===== src/rtl/asqbc_regs.vh =====
`ifndef ASQBC_REGS_VH
`define ASQBC_REGS_VH
// geometry
`define ASQBC_DIES 4
`define ASQBC_AW 19
`define ASQBC_WORDS 524288
`define ASQBC_DW 32
// timing figures in ns at a 10 ns clock
`define ASQBC_CLK_NS 10
`define ASQBC_ADDR_TO_DATA_NS 25
`define ASQBC_MIN_CYCLE_NS 25
`define ASQBC_STROBE_LOW_NS 20
`define ASQBC_STROBE_TO_FLOAT_NS 10
`define ASQBC_WRITE_RECOVER_NS 5
// cycle counts: every time, least or longest, rounds up to whole clocks
`define ASQBC_CEIL(t) (((t) + `ASQBC_CLK_NS - 1) / `ASQBC_CLK_NS)
`define ASQBC_READ_CYC `ASQBC_CEIL(`ASQBC_ADDR_TO_DATA_NS)
`define ASQBC_CYCLE_CYC `ASQBC_CEIL(`ASQBC_MIN_CYCLE_NS)
`define ASQBC_STROBE_CYC `ASQBC_CEIL(`ASQBC_STROBE_LOW_NS)
`define ASQBC_FLOAT_CYC `ASQBC_CEIL(`ASQBC_STROBE_TO_FLOAT_NS)
`define ASQBC_RECOVER_CYC `ASQBC_CEIL(`ASQBC_WRITE_RECOVER_NS)
`endif


===== src/rtl/asqbc_timer.v =====
`timescale 1ns/100ps
// down counter that marks when a loaded count has run out
module asqbc_timer (
	// clock and reset
	input wire core_clk,
	input wire rst_n,
	// control
	input wire load,
	input wire [3:0] count,
	// status
	output wire done
);
	reg [3:0] left;

	// count down to zero after a load
	always @(posedge core_clk or negedge rst_n) begin
		if (!rst_n) begin
			left <= 4'h0;
		end else if (load) begin
			left <= count;
		end else if (left != 4'h0) begin
			left <= left - 4'h1;
		end
	end

	// done depends on the register left alone, so a load that is itself
	// decided from done cannot close a combinational loop
	assign done = (left == 4'h0);
endmodule


===== src/rtl/asqbc_ctrl.v =====
`timescale 1ns/100ps
`include "asqbc_regs.vh"
// Function
// - A die with select and strobe both low stores its byte at the addressed word.
// - The controller drives select and strobe of each chosen die together to make 8 to 32 bit accesses.
// - Address may change no faster than once per minimum cycle time while reading.
// - During a select driven read address, enable and strobe stay steady for the whole cycle.
// - A strobe ended write holds the strobe low for the strobe low width with select still low.
// - The controller waits the strobe to float delay after lowering strobe before driving data.
// - A select ended write keeps select low for the select pulse width.
module asqbc_ctrl (
	// clock and reset
	input wire core_clk,
	input wire rst_n,
	// user request
	input wire req_valid,
	input wire req_write,
	input wire [3:0] req_lanes,
	input wire [18:0] req_addr,
	input wire [31:0] req_wdata,
	output reg req_ready,
	// user answer
	output reg rsp_valid,
	output reg [31:0] rsp_rdata,
	// memory pins
	output reg [18:0] mem_addr,
	output reg [3:0] die_select_n,
	output reg [3:0] die_write_strobe_n,
	output reg mem_oe_n,
	input wire [31:0] die_byte_lines_in,
	output reg [31:0] die_byte_lines_out,
	output reg [3:0] die_byte_lines_oe
);
	// one-hot phase codes
	localparam [4:0] ST_IDLE = 5'h01;
	localparam [4:0] ST_READ = 5'h02;
	localparam [4:0] ST_FLOAT = 5'h04;
	localparam [4:0] ST_WRITE = 5'h08;
	localparam [4:0] ST_RECOVER = 5'h10;

	// phase lengths in clock cycles, worked out as integers first
	localparam integer READ_I = `ASQBC_READ_CYC;
	localparam integer CYCLE_I = `ASQBC_CYCLE_CYC;
	localparam integer FLOAT_I = `ASQBC_FLOAT_CYC;
	localparam integer STROBE_I = `ASQBC_STROBE_CYC;
	localparam integer RECOVER_I = `ASQBC_RECOVER_CYC;
	// the timer holds four bits, so each count is cut to that width
	localparam [3:0] READ_CNT = READ_I[3:0];
	localparam [3:0] CYCLE_CNT = CYCLE_I[3:0];
	localparam [3:0] FLOAT_CNT = FLOAT_I[3:0];
	localparam [3:0] STROBE_CNT = STROBE_I[3:0];
	localparam [3:0] RECOVER_CNT = RECOVER_I[3:0];
	// a read waits out both the access delay and the cycle time
	localparam [3:0] READ_WAIT = (READ_CNT > CYCLE_CNT) ? READ_CNT :
		CYCLE_CNT;

	// phase, latched request and timer control
	reg [4:0] state;
	reg [3:0] lanes;
	reg [31:0] wdata;
	reg tload;
	reg [3:0] tcount;
	wire tdone;
	// read word with the unused lanes cleared
	wire [31:0] lane_rdata;

	// one timer paces every phase of a cycle
	asqbc_timer u_timer (
		.core_clk(core_clk),
		.rst_n(rst_n),
		.load(tload),
		.count(tcount),
		.done(tdone)
	);

	// per lane read capture: a lane that was not selected reads as zero,
	// so a floating byte never leaks into the answer
	genvar g;
	generate
		for (g = 0; g < 4; g = g + 1) begin : g_lane
			assign lane_rdata[8*g+7:8*g] = lanes[g] ?
				die_byte_lines_in[8*g+7:8*g] : 8'h00;
		end
	endgenerate

	// timer load for each phase entry
	always @* begin
		tload = 1'b0;
		tcount = 4'h0;
		case (state)
			// a taken request starts the first phase
			ST_IDLE: begin
				if (req_valid && req_ready) begin
					tload = 1'b1;
					// write floats first, read waits the full access
					tcount = req_write ? FLOAT_CNT : READ_WAIT;
				end
			end

			// rest of the strobe low time once data is driven
			ST_FLOAT: begin
				if (tdone) begin
					tload = 1'b1;
					tcount = STROBE_CNT - FLOAT_CNT;
				end
			end

			// both access phases end in the same recovery gap
			ST_READ, ST_WRITE: begin
				if (tdone) begin
					tload = 1'b1;
					tcount = RECOVER_CNT;
				end
			end

			// recovery only waits for the running count
			ST_RECOVER: begin
				tload = 1'b0;
			end

			// unknown phase loads nothing
			default: begin
				tload = 1'b0;
			end
		endcase
	end

	// cycle sequencer and pin drive
	always @(posedge core_clk or negedge rst_n) begin
		if (!rst_n) begin
			state <= ST_IDLE;
			lanes <= 4'h0;
			wdata <= 32'h00000000;
			req_ready <= 1'b0;
			rsp_valid <= 1'b0;
			rsp_rdata <= 32'h00000000;
			mem_addr <= 19'h00000;
			die_select_n <= 4'hF;
			die_write_strobe_n <= 4'hF;
			mem_oe_n <= 1'b1;
			die_byte_lines_out <= 32'h00000000;
			die_byte_lines_oe <= 4'h0;
		end else begin
			rsp_valid <= 1'b0;
			case (state)
				// wait for a request and put it on the pins
				ST_IDLE: begin
					req_ready <= 1'b1;
					if (req_valid && req_ready) begin
						req_ready <= 1'b0;
						lanes <= req_lanes;
						wdata <= req_wdata;
						mem_addr <= req_addr;
						// select and strobe share one lane mask
						die_select_n <= ~req_lanes;
						if (req_write) begin
							// strobe low first, byte lines still floating
							die_write_strobe_n <= ~req_lanes;
							mem_oe_n <= 1'b1;
							state <= ST_FLOAT;
						end else begin
							mem_oe_n <= 1'b0;
							state <= ST_READ;
						end
					end
				end

				// hold the read pins until the access time is out
				ST_READ: begin
					// address, enable and strobe held steady
					if (tdone) begin
						rsp_rdata <= lane_rdata;
						rsp_valid <= 1'b1;
						die_select_n <= 4'hF;
						mem_oe_n <= 1'b1;
						state <= ST_RECOVER;
					end
				end

				// strobe is low, wait for the dies to let go
				ST_FLOAT: begin
					if (tdone) begin
						// dies have floated, now drive the data
						die_byte_lines_out <= wdata;
						die_byte_lines_oe <= lanes;
						state <= ST_WRITE;
					end
				end

				// data stands under the low strobe
				ST_WRITE: begin
					if (tdone) begin
						// strobe and select rise together
						die_write_strobe_n <= 4'hF;
						die_select_n <= 4'hF;
						state <= ST_RECOVER;
					end
				end

				// data held one more cycle, then the lines are freed
				ST_RECOVER: begin
					die_byte_lines_oe <= 4'h0;
					if (tdone) begin
						req_ready <= 1'b1;
						state <= ST_IDLE;
					end
				end

				// an unknown phase falls back to idle
				default: begin
					state <= ST_IDLE;
				end
			endcase
		end
	end
endmodule


===== config.mk =====
export PLATFORM = sky130hd
export DESIGN_NAME = asqbc_ctrl
export DESIGN_NICKNAME = d
export VERILOG_FILES = /design/src/rtl/asqbc_timer.v /design/src/rtl/asqbc_ctrl.v
export VERILOG_INCLUDE_DIRS = /design/src /design/src/rtl
export SDC_FILE = /design/constraint.sdc
export NUM_CORES = 1
export LEC_CHECK = 0
export BUFFER_PORTS_ARGS = -buffer_cell sky130_fd_sc_hd__buf_2
export CELL_PAD_IN_SITES_DETAIL_PLACEMENT = 0
export CELL_PAD_IN_SITES_GLOBAL_PLACEMENT = 1
export CORE_UTILIZATION = 39
export CTS_BUF_LIST = sky130_fd_sc_hd__clkbuf_4 sky130_fd_sc_hd__clkbuf_8
export CTS_CLUSTER_DIAMETER = 40
export CTS_CLUSTER_SIZE = 14
export DETAILED_ROUTE_END_ITERATION = 12
export GPL_TIMING_DRIVEN = 0
export PLACE_DENSITY_LB_ADDON = 0.12
export SLEW_MARGIN = 20
export SYNTH_ARGS = -nofsm -noshare
export SYNTH_HDL_FRONTEND = slang
export SYNTH_SLANG_ARGS = --single-unit

===== constraint.sdc =====
create_clock -name core_clk -period 2.2 [get_ports core_clk]
set_input_delay 0.44 -clock core_clk [delete_from_list [all_inputs] [get_ports core_clk]]
set_output_delay 0.44 -clock core_clk [all_outputs]
set_load 0.005 [all_outputs]

==> flow_metrics.py <==
metrics = {
    "synthesis": {
        "syn-cell-area_um2": 5690,
        "ys_seq_area_share_pct": 63.1,
        "yosysTopAreaCellShare_pct": 58.5,
        "syn_nets": 638,
        "yosysWarnings": 0,
        "async_flop_share_pct": 100,
        "synth_area_per_cell_um2": 10.4,
        "ys_top_cells_by_area": "dfrtp_1 (59%), nand2_1 (15%), mux2_2 (6.1%)",
        "synth-edff-count": 0,
        "synth_top_area_cell": "dfrtp_1",
        "synth_ff_type": "dfrtp_1",
        "ys_seq_elements": 143,
        "yosysMostFrequentCell": "nand2_1",
        "ys_types": 46,
        "synth_commonest_cells": "nand2_1 (226), dfrtp_1 (133), o21ai_0 (38)",
        "synth_cells": 545,
    },
    "global_routing": {
        "grt_pass1_vias": 4293,
        "grt_overflow": 0,
        "antenna_found_initial": 0,
        "grt_pass1_wl_um": 21200,
        "grt_use_total_pct": 18.7,
        "grt_max_degree": 87,
    },
    "floorplanning": {
        "fp-row-count": 43,
        "core_um2": 14000,
        "dieArea_um2": 15100,
        "die_h_um": 123,
        "die_w_um": 123,
        "start_util_pct": 40.5,
        "io_pins": 189,
    },
    "power_and_ir_drop": {
        "p_per_area_nw_per_um2": 1320,
        "power.leakage_nw": 4.02,
        "ir_drop_mv": 0.675,
        "fin_total_pwr_mw": 9.77,
    },
    "clock_tree": {
        "clk_latency_ns": 0.45,
        "clkSinkCount": 143,
        "tritoncts": "done",
        "cts_max_level": 4,
        "clockBufferDepth": 2,
        "clock-root-buffer": "clkbuf_8",
        "cts_made_buffers": 17,
        "cts_resized": 0,
        "clk_pin_slew_ns": 0.07,
    },
    "sta": {
        "fin_worst_skew_ns": 0.00854,
        "fin_crit_ns": 2.02,
        "slew_violations": 0,
        "setup_tns_ns": 0,
        "setup-violations-final": 0,
        "max_freq_mhz": 495,
        "finalHoldViolCount": 0,
        "period_share_pct": 91.8,
        "worst_pin_slew_ns": 0.582,
        "rsz0062_at_grt": "no",
        "slew_headroom_pct": 60.8,
    },
    "critical_path": {
        "path_cells": "inv_1, ha_1, nor3b_4, nand4_1, buf_2, buf_2, nand2_1, o21ai_0",
        "crit_path_frequent_cell": "buf_2",
        "slowest_stage": "dfrtp_1",
        "cp_data_required_time_ns": 2.50,
        "max_stage_delay_ns": 0.39,
        "cp.arrival_ns": 2.32,
        "crit_type": "reg2reg",
        "critPathMaxFanout": 10,
        "worst_setup_path_end_kind": "flop",
        "start_kind": "flop",
    },
    "cells_and_area": {
        "postLayoutCellArea_um2": 7380,
        "synthToLayoutAreaGrowth_pct": 29.7,
        "diodes": 0,
        "layout-drive-gt1-share_pct": 38.4,
        "finalNetCount": 853,
        "layoutNonFillerInstCount": 953,
    },
    "route": {
        "routed-via-count": 4490,
        "drt_iter0_markers": 184,
        "drtPass1Iterations": 4,
        "drc_errors": 0,
        "totalWireLength_um": 13600,
        "viasPerCell": 4.71,
        "wl_per_cell_um": 14.2,
        "final_antenna_net_count": 0,
    },
    "placement": {
        "place_hpwl_um": 9590,
        "io_buffers": 188,
        "placed_area_um2": 6890,
        "gp_congestion": 0.786,
        "dp.cells": 914,
    },
    "run": {
        "cap_violations": 0,
    },
    "status": {
        "status": "complete, no violations",
    },
    "min_path": {
        "hp-class": "in2reg",
    },
}
==> kinds of logic after synthesis <==
group / after synthesis / synth area share, %
AOI/OAI and AO/OA: 62 / 6.58
DFF: 143 / 63.1
buffers and inverters: 38 / 3.34
and+or+nand+nor: 261 / 18.9
xor gates and xnor gates: 2 / 0.308
muxes: 37 / 7.32
adders and majority gates: 2 / 0.440
==> power breakdown <==
| group | total (mW) | switching (mW) | leakage (nW) | internal (mW) |
|---|---|---|---|---|
| combinational | 3.21 | 1.73 | 2.06 | 1.49 |
| sequential | 4.34 | 0.559 | 1.74 | 3.78 |
| clock | 2.21 | 0.924 | 0.218 | 1.29 |
==> registers in the layout, indices dropped and copies added, names as in the netlist <==
name	count
die_byte_lines_out	32
rsp_rdata	32
wdata	32
mem_addr	19
state	5
die_byte_lines_oe	4
die_select_n	4
die_write_strobe_n	4
lanes	4
u_timer.left	4
mem_oe_n	1
req_ready	1
rsp_valid	1
==> stage by stage <==
| stage | util (%) | worst slack [ns] | hold WS [ns] |
|---|---|---|---|
| 6_report | 52.5 | 0.181 | 0.164 |
| 5_1_grt | 52.5 | 0.00155 | 0.142 |
| 4_1_cts | 52.2 | 0.0314 | 0.124 |
| 3_5_place_dp | 49.1 | 0.0508 | 0.400 |
| 3_3_place_gp | 48.8 | -1.34 | 0.450 |
| 2_1_floorplan | - | 0.432 | 0.144 |
==> routing by layer <==
layer	GRT usage [%]	wire length (um)	share of wire [%]
met5	0	0	0
met4	8.38	210	1.5
met3	6.13	1070	7.9
met2	29.0	6410	47
met1	23.7	5870	43
==> final cells by class <==
cell class	instances	area [um^2]
repair buffers	196	1030
fillers	1322	6670
well taps	180	225
inverters	7	26.3
clock buffers	26	320
flip-flops and latches	143	3590
clock inverters	6	110
plain buffers	31	164
multi-input cells	364	1910
==> critical path: cells and delay by family (launching register included) <==
kind	cells	cell delay [ns]
AOI/OAI and AO/OA	1	0.09
DFF	1	0.39
buffers and inverters	3	0.54
and+or+nand+nor	3	0.65
adders and majority gates	1	0.21
==> cells in the final DEF (no fill, tap or decap), types with 2 or more instances in the layout <==
| cell | n |
|---|---|
| a21oi_1 | 2 |
| a2bb2oi_1 | 4 |
| buf_1 | 4 |
| buf_2 | 201 |
| buf_4 | 10 |
| buf_6 | 2 |
| bufinv_16 | 3 |
| clkbuf_1 | 7 |
| clkbuf_4 | 6 |
| clkbuf_8 | 20 |
| clkinvlp_4 | 2 |
| dfrtp_1 | 133 |
| dfstp_2 | 10 |
| ha_1 | 2 |
| inv_1 | 7 |
| mux2_1 | 2 |
| mux2_2 | 31 |
| mux2i_1 | 3 |
| nand2_1 | 226 |
| nand3_1 | 7 |
| nand3b_1 | 2 |
| nand4_1 | 2 |
| nor2_1 | 10 |
| nor2b_1 | 2 |
| nor3_1 | 2 |
| o21ai_0 | 38 |
| o21ai_1 | 6 |
| o22ai_1 | 2 |
| xor2_1 | 2 |
==> what timing repair did <==
action / 4_1_cts / 5_1_grt
hold endpoints to repair: 55 / 0
setup endpoints to repair: 0 / 114
hold buffers: 1 / 0
setup buffers: 0 / 6
==> worst paths after layout <==
check	depth (start not counted)	end	slack, ns	from
hold / removal	2	die_select_n[3]$_DFFE_PN1P_	0.16	req_lanes[3]
max in group asynchronous	3	die_select_n[2]$_DFFE_PN1P_	0.92	rst_n
hold reg to reg	2	wdata[3]$_DFFE_PN0P_	0.47	wdata[3]$_DFFE_PN0P_
setup reg to reg	8	rsp_rdata[27]$_DFFE_PN0P_	0.18	u_timer.left[0]$_DFFE_PN0P_
min in group asynchronous	2	rsp_rdata[18]$_DFFE_PN0P_	0.50	rst_n
setup / recovery	8	rsp_rdata[27]$_DFFE_PN0P_	0.18	u_timer.left[0]$_DFFE_PN0P_
Note: power is estimated with default switching activity, not from simulation.
